### config.mk
export PLATFORM = sky130hd
export DESIGN_NAME = ssdc_top
export DESIGN_NICKNAME = d
export VERILOG_FILES = /design/src/rtl/ssdc_sync3.v /design/src/rtl/ssdc_top.v
export VERILOG_INCLUDE_DIRS = /design/src /design/src/rtl
export SDC_FILE = /design/constraint.sdc
export NUM_CORES = 1
export LEC_CHECK = 0
export BUFFER_PORTS_ARGS = -buffer_cell sky130_fd_sc_hd__buf_2
export CAP_MARGIN = 20
export CORE_MARGIN = 3
export CORE_UTILIZATION = 40
export CTS_BUF_LIST = sky130_fd_sc_hd__clkbuf_4 sky130_fd_sc_hd__clkbuf_8 sky130_fd_sc_hd__clkbuf_16
export DETAILED_ROUTE_END_ITERATION = 8
export GPL_ROUTABILITY_DRIVEN = 0
export GPL_TIMING_DRIVEN = 1
export PLACE_DENSITY = 0.61
export SLEW_MARGIN = 10
export SYNTH_ARGS = -nofsm -noshare
export SYNTH_HDL_FRONTEND = slang
export SYNTH_SLANG_ARGS = --single-unit
### constraint.sdc
create_clock -name clk -period 4.65 [get_ports clk]
set_input_delay 0.6975 -clock clk [delete_from_list [all_inputs] [get_ports clk]]
set_output_delay 0.6975 -clock clk [all_outputs]
set_load 0.005 [all_outputs]
### src/rtl/ssdc_regs.vh
// Constants for the safing sensor data capture block.
// Assumes inclusion by bare name from the rtl modules.
`ifndef SSDC_REGS_VH
`define SSDC_REGS_VH

// ****************************************************
// Widths and sources
// ****************************************************
`define SSDC_FRAME_BITS   16
`define SSDC_ADC_BITS     10
`define SSDC_SRC_MAIN     2'h0
`define SSDC_SRC_ACCEL    2'h1
`define SSDC_SRC_EXPA     2'h2
`define SSDC_SRC_EXPB     2'h3

// ****************************************************
// Reset values and filter
// ****************************************************
`define SSDC_ADC_RESET    10'h000
`define SSDC_FILT_SHIFT   2
`define SSDC_THR_RESET    16'hFFFF

`endif

### src/rtl/ssdc_sync3.v
// Three-stage input synchroniser with agreement check.
// Assumes async pins; output changes when stages two and three agree.
`timescale 1ns/1ps
`default_nettype none

module ssdc_sync3
(
    input  wire clk,
    input  wire arst_n,
    input  wire asyncIn,
    input  wire rstVal,
    output reg  syncOut
);
    reg s1_q;
    reg s2_q;
    reg s3_q;

    // ****************************************************
    // Shift chain and agreement filter
    // ****************************************************
    always @(posedge clk or negedge arst_n)
    begin
        if (!arst_n)
        begin
            s1_q    <= 1'b0;
            s2_q    <= 1'b0;
            s3_q    <= 1'b0;
            syncOut <= 1'b0;
        end
        else
        begin
            s1_q <= asyncIn;
            s2_q <= s1_q;
            s3_q <= s2_q;
            if (s2_q == s3_q)
                syncOut <= s2_q;
        end
    end
endmodule

`default_nettype wire

### src/rtl/ssdc_top.v
// Safing sensor data capture: SPI snoop monitor and analog sensor path.
// Assumes the MCU masters SPI; all SPI pins and self-test are async.
// Notes on behaviour
// RQ1 - Device is SPI slave, shifts on master clock
// RQ2 - Master frames transfers with low chip select
// RQ3 - Monitor captures sensor responses after requests
// RQ4 - Captured data tagged by its chip select
// RQ5 - Analog sample filtered, stored 10-bit holding
// RQ6 - Self-test high freezes filter and register
// RQ7 - Master holds self-test high during test
// RQ8 - Captured data compared with configured thresholds
// RQ9 - Frame registered only when complete on deselect
`timescale 1ns/1ps
`default_nettype none
`include "ssdc_regs.vh"

module ssdc_top
#(
    parameter FRAME_BITS = `SSDC_FRAME_BITS,
    parameter ADC_BITS   = `SSDC_ADC_BITS
)
(
    input  wire                  clk,
    input  wire                  arst_n,
    input  wire                  spiSck,
    input  wire                  spiMosi,
    input  wire                  spiMiso,
    input  wire                  csMain_n,
    input  wire                  csAccel_n,
    input  wire                  csExpA_n,
    input  wire                  csExpB_n,
    output reg                   devMiso,
    output reg                   devMisoOe,
    input  wire [ADC_BITS-1:0]   adcSample,
    input  wire                  adcValid,
    input  wire                  analog_selftest_inhibit,
    input  wire [FRAME_BITS-1:0] threshold,
    output reg  [FRAME_BITS-1:0] capData,
    output reg  [1:0]            capSrc,
    output reg                   capValid,
    output reg                   capOverThr,
    output reg  [ADC_BITS-1:0]   analogHold,
    output reg                   analogOverThr
);
    // ****************************************************
    // Input synchronisers
    // ****************************************************
    wire       sckS;
    wire       mosiS;
    wire       misoS;
    wire [3:0] csS_n;
    wire       stS;
    wire [3:0] csRaw_n;
    assign csRaw_n = {csExpB_n, csExpA_n, csAccel_n, csMain_n};

    ssdc_sync3 uSck (.clk(clk), .arst_n(arst_n), .asyncIn(spiSck),
                     .rstVal(1'b0), .syncOut(sckS));
    ssdc_sync3 uMosi (.clk(clk), .arst_n(arst_n), .asyncIn(spiMosi),
                      .rstVal(1'b0), .syncOut(mosiS));
    ssdc_sync3 uMiso (.clk(clk), .arst_n(arst_n), .asyncIn(spiMiso),
                      .rstVal(1'b0), .syncOut(misoS));
    ssdc_sync3 uSt (.clk(clk), .arst_n(arst_n),
                    .asyncIn(analog_selftest_inhibit),
                    .rstVal(1'b0), .syncOut(stS));

    genvar gi;
    generate
        for (gi = 0; gi < 4; gi = gi + 1)
        begin : gCs
            // Inverted so reset state means deselected
            wire selS;
            ssdc_sync3 uCs (.clk(clk), .arst_n(arst_n),
                            .asyncIn(~csRaw_n[gi]), .rstVal(1'b0),
                            .syncOut(selS));
            assign csS_n[gi] = ~selS;
        end
    endgenerate

    // ****************************************************
    // SPI edge detect and frame tracking
    // ****************************************************
    reg                  sckPrev_q;
    reg  [3:0]           csPrev_n_q;
    reg  [FRAME_BITS-1:0] shift_q;
    reg  [FRAME_BITS-1:0] echo_q;
    reg  [5:0]           bitCnt_q;
    reg  [1:0]           activeSrc_q;
    reg                  reqSeen_q;
    wire                 sckRise;
    wire                 sckFall;
    wire                 anySel;
    wire [3:0]           csRise;
    reg  [1:0]           srcNow;

    assign sckRise = sckS & ~sckPrev_q;
    assign sckFall = ~sckS & sckPrev_q;
    assign anySel  = ~&csS_n;
    assign csRise  = csS_n & ~csPrev_n_q;

    // Source attribution by select line
    always @*
    begin
        srcNow = `SSDC_SRC_MAIN;
        if (!csS_n[1])
            srcNow = `SSDC_SRC_ACCEL;
        else if (!csS_n[2])
            srcNow = `SSDC_SRC_EXPA;
        else if (!csS_n[3])
            srcNow = `SSDC_SRC_EXPB;
    end

    // Frame length compared at full integer width
    localparam [31:0] FRAME_LEN = FRAME_BITS;
    wire              frameDone;
    assign frameDone = ({26'h0, bitCnt_q} == FRAME_LEN);  // RQ9

    // Frame shift while any select is low
    always @(posedge clk or negedge arst_n)
    begin
        if (!arst_n)
        begin
            sckPrev_q   <= 1'b0;
            csPrev_n_q  <= 4'hF;
            shift_q     <= {FRAME_BITS{1'b0}};
            echo_q      <= {FRAME_BITS{1'b0}};
            bitCnt_q    <= 6'h00;
            activeSrc_q <= 2'h0;
        end
        else
        begin
            sckPrev_q  <= sckS;
            csPrev_n_q <= csS_n;
            if (!anySel)
                bitCnt_q <= 6'h00;                         // RQ9
            else
            begin
                activeSrc_q <= srcNow;                     // RQ4
                if (sckRise)
                begin
                    // Sample response on MISO, request on MOSI
                    shift_q  <= {shift_q[FRAME_BITS-2:0], misoS}; // RQ3
                    echo_q   <= {echo_q[FRAME_BITS-2:0], mosiS};  // RQ1
                    if (bitCnt_q != 6'h3F)
                        bitCnt_q <= bitCnt_q + 6'h01;
                end
            end
        end
    end

    // ****************************************************
    // Device serial output
    // ****************************************************
    // Enable follows the main select; data moves on falling clock
    always @(posedge clk or negedge arst_n)
    begin
        if (!arst_n)
        begin
            devMiso   <= 1'b0;
            devMisoOe <= 1'b0;
        end
        else
        begin
            devMisoOe <= ~csS_n[0];                        // RQ1
            if (sckFall && !csS_n[0])
                devMiso <= echo_q[FRAME_BITS-1];           // RQ1
        end
    end

    // ****************************************************
    // Request tracking and capture
    // ****************************************************
    // First complete main frame arms, next complete frame is taken
    always @(posedge clk or negedge arst_n)
    begin
        if (!arst_n)
        begin
            reqSeen_q  <= 1'b0;
            capData    <= {FRAME_BITS{1'b0}};
            capSrc     <= 2'h0;
            capValid   <= 1'b0;
            capOverThr <= 1'b0;
        end
        else
        begin
            capValid <= 1'b0;
            if (|csRise && frameDone)
            begin
                if (csRise[0] && !reqSeen_q)
                    reqSeen_q <= 1'b1;                     // RQ3
                else if (reqSeen_q)
                begin
                    capData    <= shift_q;                 // RQ9
                    capSrc     <= activeSrc_q;             // RQ4
                    capValid   <= 1'b1;                    // RQ3
                    capOverThr <= (shift_q > threshold);   // RQ8
                    reqSeen_q  <= 1'b0;
                end
            end
        end
    end

    // ****************************************************
    // Analog path: filter and holding register
    // ****************************************************
    reg  [ADC_BITS+1:0]   filt_q;
    wire [ADC_BITS+1:0]   filtNext;
    wire [ADC_BITS-1:0]   holdNext;
    wire [FRAME_BITS-1:0] holdWide;
    wire                  sampleTake;

    // Filter step y + x - y/4; holding word is y/4
    assign filtNext   = filt_q - (filt_q >> `SSDC_FILT_SHIFT)
                      + {2'b00, adcSample};
    assign holdNext   = filtNext[ADC_BITS+1:2];
    assign holdWide   = {{(FRAME_BITS-ADC_BITS){1'b0}}, holdNext};
    assign sampleTake = adcValid & ~stS;                    // RQ6

    // Samples dropped while self-test is high
    always @(posedge clk or negedge arst_n)
    begin
        if (!arst_n)
        begin
            filt_q        <= {(ADC_BITS+2){1'b0}};
            analogHold    <= `SSDC_ADC_RESET;
            analogOverThr <= 1'b0;
        end
        else if (sampleTake)                                // RQ6
        begin
            filt_q        <= filtNext;                      // RQ5
            analogHold    <= holdNext;                      // RQ5
            analogOverThr <= (holdWide > threshold);        // RQ8
        end
    end
endmodule

`default_nettype wire

==> flow_summary.ini <==
[floorplanning]
fp.dieW_um = 123
placementRows = 42
initial_utilization_pct = 41.2
fp.coreArea_um2 = 13300
ioPinCount = 70
die_height_um = 123
design.die.area_um2 = 15200

[sta]
setup-tns-final_ns = 0
report.final.hold_viol_count = 0
setup_viol = 0
post-route-period-util_pct = 76.6
worst_rel_slew_slack_pct = 47.6
max_slew.worst_pin.slew_ns = 0.786
rsz0062_at_grt = no
min_period_ns = 3.56
timing.fmax_ghz = 0.281
skew_ns = 0.00689
final-max-slew-violation-count = 0

[drt]
drc_errors = 0
final_antenna_violating_net_count = 0
post_drt_via_cell_ratio = 4.86
drt-wirelength-per-cell_um = 13.7
route.vias.total = 3503
postRouteWirelength_um = 9860
detail_route.first_pass.iterations = 4
first_iter_violations = 171

[critical_path]
worst_setup_path_start_kind = input port
critical_r2r_launch = analogHold[1]
crit_start = adcSample[1]
worst_reg_to_reg_setup_slack_ns = 1.09
cp_data_required_time_ns = 4.94
max_stage_delay_ns = 0.52
ff2ff_path_depth = 13
criticalPathCategory = input port to flop
critPathArrivalTime_ns = 3.85
worst_setup_path_end_kind = flop
critical_path_peak_fanout = 3
cp_cell_sequence = buf_2 > inv_1 > fa_1 > inv_1 > fa_1 > a211oi_2 > o21bai_2 > a2111oi_1 > nor3_1 > xor2_1 > ha_1 > nor2b_1 > o21ai_0 > o211ai_1 > a22o_1
cpMaxStageDelayCell = fa_1
r2r_end = analogOverThr

[clock_network]
clock_path_buffers = 2
tritoncts = built
cts.clk_slew.worst_paths_ns = 0.05
insertion_delay_ns = 0.40
cts.repair.resized = 0
setup_fix_bufs_post_cts = 0
clock-sinks = 113
root_buf_cell = clkbuf_16
numCtsBuffers = 17
maximum_level_of_the_cts_h_tree = 4
cts.hold.buffers_added = 0

[outcome]
status = complete, no violations

[synthesis]
synth_sequential_area_ratio_pct = 51.5
syn_area_um2 = 5500
synth_enable_flop_cells = 0
ys_top_cells_by_area = dfrtp_1 (50%), mux2_1 (11%), ha_1 (9.1%), inv_1 (4.7%), fa_1 (3.6%)
synthesis.instances = 457
syn_avg_cell_area_um2 = 12.0
yosys.area.top_type_share_pct = 49.6
mappedNetlistNets = 544
synth_seq_cells = 113
dominantRegCellSynth = dfrtp_1
post-synth-top-area-cell = dfrtp_1
async_reset_ff_share_pct = 100
yosys_warnings = 0
count_of_unique_library_cells_instantiated_by_yosys = 44

[layout]
fin_util_pct = 49.6
final_layout_size_suffix_gt1_share_pct = 22.9
final_cell_mix = dfrtp_1 (109), inv_1 (69), buf_2 (68), mux2_1 (52), ha_1 (40)
layout.cells.most_common = dfrtp_1
fillerInstances = 1214
fin_nets = 619
number_of_diodes = 0
area_growth_pct = 20.2

[flow_run]
maxCapViolCount = 0

[placed_design]
portBuffers = 69
detailed_place_hpwl_um = 7270

[min_path]
holdCritStartpoint = uMosi.s1_q
min_to = uMosi.s2_q
worst_min_path_class = flop to flop
worstHoldPathCells = 0

[power_and_ir_drop]
power.density_cell_area_nw_per_um2 = 774
total_power_mw = 5.12
worst_ir_drop_vdd_mv = 0.317
leakagePower_nw = 3.45

[global_route]
grt_remaining_overflow = 0
grt_start_max_net_pins = 67
vias_in_the_first_global_route = 3648
gr-usage-all-layers_pct = 14.5
grt_pass1_wl_um = 17100
antenna_violations_before_repair = 0
cells by family after synthesis:
logic type / synth area share [%]
flops: 51.5
buf+inv: 6.66
simple gates: 5.93
compound gates: 7.41
mux: 12.3
fa+ha+maj: 14.2
xor+xnor: 2.07
stage by stage:
stage	area, µm²	worst slack, ns	instances	hold slack [ns]
finish	6610	1.09	721	0.345
global route	6610	0.797	721	0.356
CTS	6610	1.07	721	0.346
detailed placement	6010	0.657	689	0.335
global placement	5990	0.730	688	0.333
floorplan	5500	0.941	457	0.331
layout make-up:
type	instances	area, µm²	area share (%)
clock buffer	27	532	8.04
sequential	113	2830	42.8
timing repair buffer	73	385	5.83
inverter	69	259	3.92
clock inverter	5	75.1	1.14
tap	176	220	3.33
multi-input combinational	258	2310	34.9
critical path: cells and delay by family:
family | cells | cell delay [ns]
buf+inv | 3 | 0.19
fa+ha+maj | 3 | 1.31
compound gates | 6 | 1.24
xor+xnor | 1 | 0.17
simple gates | 2 | 0.25
report_power, final:
part | total (mW) | switching [mW] | internal [mW]
registers | 1.40 | 0.189 | 1.21
clock network | 1.31 | 0.420 | 0.886
logic | 2.41 | 1.28 | 1.13
state kept, by name (all words and copies together), names as in the netlist, 2 cells and up:
name and cells:
capData 16, echo_q 16, shift_q 16, analogHold 10
bitCnt_q 6, csPrev_n_q 4, gCs.uCs.s1_q 4, gCs.uCs.s2_q 4
gCs.uCs.s3_q 4, gCs.uCs.syncOut 4, activeSrc_q 2, capSrc 2
filt_q 2
worst max path at each step:
stage / to / slack, ns
after floorplan: analogOverThr / 0.94
after global placement: analogOverThr / 0.73
after detailed placement: analogOverThr / 0.66
after CTS: analogOverThr / 1.07
after global routing: analogOverThr / 0.80
final: analogOverThr / 1.09
routing by layer:
layer  global-route usage, %  up-vias  wire length, µm
met1                    18.5     1728             4630
met4                    6.02        0              161
met5                       0        -                0
li1                        -     1688                -
met2                    23.5       73             4590
met3                    3.98       14              475
cells in the mapped netlist (4+ instances only):
| master | number |
|---|---|
| mux2_2 | 8 |
| xnor2_1 | 9 |
| fa_1 | 10 |
| buf_4 | 10 |
| a21o_1 | 7 |
| xor2_1 | 4 |
| dfrtp_1 | 109 |
| buf_2 | 5 |
| mux2_1 | 52 |
| inv_1 | 69 |
| nor3_1 | 5 |
| nor2b_1 | 5 |
| nand2_1 | 14 |
| o21ai_0 | 9 |
| o21ai_1 | 8 |
| nor2_1 | 20 |
| o21a_1 | 4 |
| nand4_1 | 9 |
| dfstp_2 | 4 |
| ha_1 | 40 |
| a21oi_1 | 18 |
| maj3_1 | 8 |
Note: power is estimated with default switching activity, not from simulation.
